**config.mk**
```make
export PLATFORM = sky130hd
export DESIGN_NAME = rlc_cfg_bank
export DESIGN_NICKNAME = d
export VERILOG_FILES = /design/src/hw/rlc_pkg.sv /design/src/hw/rlc_cfg_bank.sv
export VERILOG_INCLUDE_DIRS = /design/src /design/src/hw
export SDC_FILE = /design/constraint.sdc
export NUM_CORES = 1
export LEC_CHECK = 0
export CAP_MARGIN = 20
export CORE_UTILIZATION = 55
export CTS_CLUSTER_SIZE = 14
export DETAILED_ROUTE_END_ITERATION = 10
export DONT_BUFFER_PORTS = 1
export PLACE_DENSITY = 0.73
export SLEW_MARGIN = 10
export SYNTH_ARGS = -nofsm -noshare
export SYNTH_HDL_FRONTEND = slang
export SYNTH_SLANG_ARGS = --single-unit
```
**constraint.sdc**
```tcl
create_clock -name ref_clk_in -period 3.3 [get_ports ref_clk_in]
set_input_delay 0.33 -clock ref_clk_in [delete_from_list [all_inputs] [get_ports ref_clk_in]]
set_output_delay 0.33 -clock ref_clk_in [all_outputs]
set_load 0.02 [all_outputs]
```
**src/hw/rlc_cfg_regs.svh**
```systemverilog
// Register offsets, field positions, reset values and timing figures of the link configuration bank
`ifndef RLC_CFG_REGS_SVH
`define RLC_CFG_REGS_SVH

`define RLC_ADDR_W            5
`define RLC_OFF_ADDR_WIDTH    5'h03
`define RLC_OFF_RETRANSMIT    5'h04
`define RLC_OFF_CHANNEL       5'h05
`define RLC_OFF_RADIO_SETUP   5'h06

`define RLC_AW_LSB            0
`define RLC_AW_MSB            1
`define RLC_DELAY_LSB         4
`define RLC_DELAY_MSB         7
`define RLC_COUNT_LSB         0
`define RLC_COUNT_MSB         3
`define RLC_CHAN_LSB          0
`define RLC_CHAN_MSB          6
`define RLC_CARRIER_BIT       7
`define RLC_LOW_RATE_BIT      5
`define RLC_LOCK_BIT          4
`define RLC_HIGH_RATE_BIT     3

`define RLC_AW_RESET          2'h3
`define RLC_AW_ILLEGAL        2'h0
`define RLC_DELAY_RESET       4'h0
`define RLC_COUNT_RESET       4'h3
`define RLC_CHAN_RESET        7'h02

`define RLC_CLK_MHZ           100
`define RLC_RETR_STEP_US      250
`define RLC_WAIT_W            19

`endif

```
**src/hw/rlc_pkg.sv**
```systemverilog
// Types shared by the link configuration bank
`default_nettype none
package rlc_pkg;
    typedef enum logic [1:0] {
        RLC_RATE_1M   = 2'b00,
        RLC_RATE_2M   = 2'b01,
        RLC_RATE_250K = 2'b10
    } rlc_rate_t;

    typedef struct packed {
        logic       wr;
        logic       rd;
        logic [4:0] addr;
        logic [7:0] wdata;
    } rlc_reg_req_t;
endpackage : rlc_pkg
`default_nettype wire

```
**src/hw/rlc_cfg_bank.sv**
```systemverilog
// Link configuration register bank: address width, retransmission, channel and radio setup
`include "rlc_cfg_regs.svh"
`default_nettype none
module rlc_cfg_bank #(
    parameter int unsigned RETR_STEP_CYCLES = `RLC_RETR_STEP_US * `RLC_CLK_MHZ
) (
    input  wire logic                ref_clk_in,
    input  wire logic                sys_rst_in,
    input  wire rlc_pkg::rlc_reg_req_t reg_req_in,
    output logic [7:0]               reg_rdata_out,
    output logic [2:0]               addr_bytes_out,
    output logic [4:0]               addr_byte_mask_out,
    output logic [`RLC_WAIT_W-1:0]   retransmit_wait_cycles_out,
    output logic [3:0]               retransmit_limit_out,
    output logic [6:0]               channel_number_out,
    output logic                     carrier_test_enable_out,
    output rlc_pkg::rlc_rate_t       data_rate_out,
    output logic                     lock_force_out
);
    // Stored fields
    logic [1:0] address_width_field;
    logic [3:0] retransmit_delay_field;
    logic [3:0] retransmit_count_field;
    logic [6:0] channel_number_field;
    logic       carrier_test_enable;
    logic       low_rate_select;
    logic       high_rate_select;
    logic       lock_force;

    // Wait in clocks; nineteen bits hold sixteen steps of the default step
    function automatic logic [`RLC_WAIT_W-1:0] wait_cycles(input logic [3:0] code);
        logic [`RLC_WAIT_W-1:0] steps;
        steps = {{(`RLC_WAIT_W-4){1'b0}}, code} + `RLC_WAIT_W'(1);
        return `RLC_WAIT_W'(steps * `RLC_WAIT_W'(RETR_STEP_CYCLES));
    endfunction : wait_cycles

    // Decode of the register access path
    wire hit_aw    = reg_req_in.addr == `RLC_OFF_ADDR_WIDTH;
    wire hit_retr  = reg_req_in.addr == `RLC_OFF_RETRANSMIT;
    wire hit_chan  = reg_req_in.addr == `RLC_OFF_CHANNEL;
    wire hit_setup = reg_req_in.addr == `RLC_OFF_RADIO_SETUP;
    wire wr_aw     = reg_req_in.wr && hit_aw;
    wire wr_retr   = reg_req_in.wr && hit_retr;
    wire wr_chan   = reg_req_in.wr && hit_chan;
    wire wr_setup  = reg_req_in.wr && hit_setup;
    wire [1:0] aw_wdata = reg_req_in.wdata[`RLC_AW_MSB:`RLC_AW_LSB];
    // Illegal code would leave the radio with no address at all, so it is refused
    wire aw_take = wr_aw && (aw_wdata != `RLC_AW_ILLEGAL);

    // Reserved bits are not stored and read back as zero
    wire [7:0] rd_aw    = {6'h00, address_width_field};
    wire [7:0] rd_retr  = {retransmit_delay_field, retransmit_count_field};
    wire [7:0] rd_chan  = {1'b0, channel_number_field};
    wire [7:0] rd_setup = {carrier_test_enable, 1'b0, low_rate_select, lock_force,
                           high_rate_select, 3'h0};
    wire [7:0] next_rdata = !reg_req_in.rd ? 8'h00 :
                            hit_aw    ? rd_aw   :
                            hit_retr  ? rd_retr :
                            hit_chan  ? rd_chan :
                            hit_setup ? rd_setup : 8'h00;

    // Derived configuration
    wire [2:0] next_bytes = {1'b0, address_width_field} + 3'h2;
    wire [4:0] next_mask  = address_width_field == 2'h1 ? 5'h07 :
                            address_width_field == 2'h2 ? 5'h0F : 5'h1F;
    // Pair 11 is reserved; letting the low-rate bit win keeps the radio on a real rate
    wire rlc_pkg::rlc_rate_t next_rate =
        low_rate_select  ? rlc_pkg::RLC_RATE_250K :
        high_rate_select ? rlc_pkg::RLC_RATE_2M : rlc_pkg::RLC_RATE_1M;

    always_ff @(posedge ref_clk_in) begin
        if (sys_rst_in) begin
            address_width_field <= `RLC_AW_RESET;
        end else if (aw_take) begin
            address_width_field <= aw_wdata;
        end
    end

    always_ff @(posedge ref_clk_in) begin
        if (sys_rst_in) begin
            retransmit_delay_field <= `RLC_DELAY_RESET;
            retransmit_count_field <= `RLC_COUNT_RESET;
        end else if (wr_retr) begin
            retransmit_delay_field <= reg_req_in.wdata[`RLC_DELAY_MSB:`RLC_DELAY_LSB];
            retransmit_count_field <= reg_req_in.wdata[`RLC_COUNT_MSB:`RLC_COUNT_LSB];
        end
    end

    always_ff @(posedge ref_clk_in) begin
        if (sys_rst_in) begin
            channel_number_field <= `RLC_CHAN_RESET;
        end else if (wr_chan) begin
            channel_number_field <= reg_req_in.wdata[`RLC_CHAN_MSB:`RLC_CHAN_LSB];
        end
    end

    always_ff @(posedge ref_clk_in) begin
        if (sys_rst_in) begin
            carrier_test_enable <= 1'b0;
            low_rate_select     <= 1'b0;
            high_rate_select    <= 1'b0;
            lock_force          <= 1'b0;
        end else if (wr_setup) begin
            carrier_test_enable <= reg_req_in.wdata[`RLC_CARRIER_BIT];
            low_rate_select     <= reg_req_in.wdata[`RLC_LOW_RATE_BIT];
            high_rate_select    <= reg_req_in.wdata[`RLC_HIGH_RATE_BIT];
            lock_force          <= reg_req_in.wdata[`RLC_LOCK_BIT];
        end
    end

    // Outputs lag the stored fields by one cycle so each comes from a flop
    always_ff @(posedge ref_clk_in) begin
        if (sys_rst_in) begin
            reg_rdata_out              <= 8'h00;
            addr_bytes_out             <= 3'h5;
            addr_byte_mask_out         <= 5'h1F;
            retransmit_wait_cycles_out <= `RLC_WAIT_W'(RETR_STEP_CYCLES);
            retransmit_limit_out       <= `RLC_COUNT_RESET;
            channel_number_out         <= `RLC_CHAN_RESET;
            carrier_test_enable_out    <= 1'b0;
            data_rate_out              <= rlc_pkg::RLC_RATE_1M;
            lock_force_out             <= 1'b0;
        end else begin
            reg_rdata_out              <= next_rdata;
            addr_bytes_out             <= next_bytes;
            addr_byte_mask_out         <= next_mask;
            retransmit_wait_cycles_out <= wait_cycles(retransmit_delay_field);
            retransmit_limit_out       <= retransmit_count_field;
            channel_number_out         <= channel_number_field;
            carrier_test_enable_out    <= carrier_test_enable;
            data_rate_out              <= next_rate;
            lock_force_out             <= lock_force;
        end
    end
endmodule : rlc_cfg_bank
`default_nettype wire

```
==> run_results.csv <==
group,metric,value,unit
run_status,status,"finished clean",
sta,fmax,317.5,MHz
min_path,min_to,"retransmit_delay_field[1]",
cts,clockBufferDepth,2,
cts,clkLatencyLatePin,0.33,ns
drt,final_antenna_net_count,0,
worst_setup_path,rr_worst_depth,12,
global_routing,top_usage_layer,"met2",
placement,io_buffers,0,
power_and_ir_drop,pwr-share-comb,0.028,
drt,drc,0,
synth,synth_area,2988,µm²
synth,netlist_instances,310,
sta,rsz0062_at_grt,"no",
worst_setup_path,end_kind,"flip-flop",
cts,numCtsBuffers,9,
sta,fin_hold_ws,0.05314,ns
synth,synth_flop_cell,"dfxtp_1",
sta,fin_setup_tns,0,ns
cts,h-tree-depth,3,
cts,root_buffer,"clkbuf_8",
worst_setup_path,startpoint_type,"flip-flop",
global_routing,antenna_found_initial,0,
drt,first_pass_iters,4,
layout,layout-drive-gt1-share,0.1739,
synth,synth_seq_cells,65,
worst_setup_path,rr_endpoint,"retransmit_wait_cycles_out[17]",
synth,synth.yosys.seq_area_share,0.4355,
synth,syn_avg_cell_area,9.638,µm²
global_routing,grt_max_degree,62,
sta,worst_slew_pin_slew,0.8533,ns
worst_setup_path,r2r_start,"retransmit_delay_field[1]",
global_routing,grt_use_met1,0.2868,
sta,period_needed,3.149,ns
drt,wirelength,5696,µm
layout,num_antenna_cells,0,
worst_setup_path,cp.arrival,3.38,ns
min_path,hp-class,"in2reg",
layout,fin_area,3321,µm²
layout,post-route-util,0.6420,
power_and_ir_drop,pwr-share-seq,0.556,
placement,placed_area,3069,µm²
power_and_ir_drop,p_sw,0.0003141,W
global_routing,grt_pass1_vias,1952,
cts,cts_tree,"yes",
global_routing,gr-total-overflow,0,
power_and_ir_drop,clkPwrFrac,0.417,
power_and_ir_drop,p_int,0.001120,W
floorplanning,initial_core_util,0.5776,
min_path,hold_path_startpoint,"sys_rst_in",
sta,finClkSkew,0.009780,ns
power_and_ir_drop,switching_share,0.2190,
drt,vias_per_cell,5.403,
power_and_ir_drop,power.leakage,1.406,nW
global_routing,grt_pass1_wl,9039,µm
min_path,hold_depth,1,
synth,async_flop_share,0,
flow_run,cap_violations,0,
sta,relSlewSlack,0.4269,
floorplanning,dieArea,5731,µm²
placement,routabilityCongestion,0.8334,
global_routing,grtUsageMet3,0.08466,
cts,cts_setup_buffers,0,
worst_setup_path,worstSetupPathType,"reg2reg",
cts,ctsHoldBuffers,0,
sta,hold_viol,0,
layout,final_nets,364,
placement,dp_hpwl,4036,µm
floorplanning,core-area,5172,µm²
drt,wl_per_cell,14.53,µm
synth,synth_edf_count,0,
power_and_ir_drop,powerDensity,431.8,nW/µm²
layout,syn2layout_area_growth,11.14,%
floorplanning,core.rowCount,26,
drt,via_count,2118,
synth,ys_types,46,
worst_setup_path,critical_path_peak_fanout,5,
worst_setup_path,required,3.53,ns
power_and_ir_drop,ir_drop,0.2416,mV
cts,path_clk_slew,0.07,ns
floorplanning,io_pins,67,
global_routing,use_met2,0.3165,
drt,drt_iter0_markers,127,
cts,cts_sinks,65,
global_routing,grt_usage,0.2136,
floorplanning,die_h,75.71,µm
floorplanning,die_x,75.71,µm
synth,synth_warnings,0,
sta,finalCritPeriodShare,0.9543,
sta,finalSetupViolCount,0,
sta,slew_viol_final,0,
worst_setup_path,r2r_slack,0.15,ns
power by group through the flow:
stage	Sequential, W	Combinational [W]	Clock (W)
6_report	0.000797	0.0000395	0.000597
5_1_grt	0.000797	0.0000437	0.000648
4_1_cts	0.000797	0.0000388	0.000613
3_5_place_dp	0.000815	0.0000384	0
3_3_place_gp	0.000815	0.0000379	0
2_1_floorplan	0.000814	0.0000491	0
worst max-delay path, cell delays in order, from the launching register on:
cell and delay, ns:
dfxtp_2 0.36, ha_4 0.17, nand3_1 0.12, inv_1 0.08, ha_1 0.33, ha_1 0.22
ha_1 0.28, ha_1 0.35, a21o_1 0.22, a21oi_2 0.17, o22ai_1 0.11, o311ai_2 0.26
mux2_2 0.36
layer usage:
metal,vias up,wire (µm)
met1,981,2666
met4,0,52
li1,1059,-
met5,-,0
met3,7,365
met2,71,2612
through the flow:
stage	setup slack (ns)	total power, W	std cells
after floorplan	0.03648	0.0008630	314
after global placement	0.03662	0.0008524	376
after detailed placement	-0.04189	0.0008530	376
after CTS	0.002520	0.001449	392
after global routing	0.02013	0.001489	392
final	0.1507	0.001434	392
worst max path at each step:
stage / from / endpoint / depth (start not counted)
finish: retransmit_delay_field[1] / retransmit_wait_cycles_out[17] / 12
CTS: retransmit_delay_field[1] / retransmit_wait_cycles_out[17] / 12
global placement: retransmit_delay_field[1] / retransmit_wait_cycles_out[17] / 11
detailed placement: retransmit_delay_field[1] / retransmit_wait_cycles_out[17] / 11
global route: retransmit_delay_field[1] / retransmit_wait_cycles_out[17] / 11
floorplan: retransmit_delay_field[0] / retransmit_wait_cycles_out[17] / 11
synth_stat cells (2+ instances only):
master    count  area share
conb_1        2      0.0025
a211o_1       3      0.0088
nor4b_4       2       0.016
buf_4         7       0.018
inv_1        14       0.018
a22oi_1       8       0.020
nor2_1       14       0.018
nand2_1      30       0.038
nand3_1      19       0.032
ha_1         29        0.12
buf_2         2      0.0034
dfxtp_1      65        0.44
or2_2         8       0.017
a221o_1       2      0.0067
a21o_1        4       0.010
and3_1        3      0.0063
nor2b_1      17       0.036
xnor2_1      10       0.029
a21oi_1      28       0.047
clkbuf_1      8       0.010
mux2_2        2      0.0075
xor2_1        2      0.0059
nand2b_1      8       0.017
flip-flops by register name, indices dropped and copies added (netlist names), 2 cells and up:
register	count
addr_byte_mask_out	2
address_width_field	2
reg_rdata_out	8
channel_number_out	7
retransmit_count_field	4
retransmit_wait_cycles_out	16
data_rate_out	2
retransmit_delay_field	4
channel_number_field	7
retransmit_limit_out	4
addr_bytes_out	3
logic make-up after synthesis:
kind of cell / count (synthesis) / share of synthesized area
buffers and inverters: 32 / 0.04983
adder cells (fa/ha/maj): 30 / 0.1281
AO/OA/AOI/OAI: 55 / 0.1269
multiplexers: 2 / 0.007537
other: 2 / 0.002513
flip-flops: 65 / 0.4355
XOR/XNOR: 12 / 0.03518
AND/OR/NAND/NOR: 112 / 0.2144
cell usage in the layout (no fill, tap or decap), drive strengths merged, types with 3 or more instances in the layout:
cell type	instances
a211o	3
a21o	4
a21oi	28
a22oi	8
and3	3
buf	10
clkbuf	14
conb	6
dfxtp	65
ha	29
inv	14
nand2	31
nand2b	10
nand3	19
nor2	14
nor2b	17
or2	8
xnor2	10
repair_timing:
item,in CTS,in global routing
resized for setup,4,11
gates cloned,0,0
setup endpoints to repair,1,4
pin swaps,1,3
cell type report:
cell class                 instances  area (µm²)
inverter                          14       52.55
timing repair buffer              10       78.83
sequential                        65        1305
fill                             402        1852
clock buffer                      14       162.7
multi-input combinational        217        1622
clock inverter                     2       12.51
tap                               70       87.58
(Power assumes the default switching activity.)
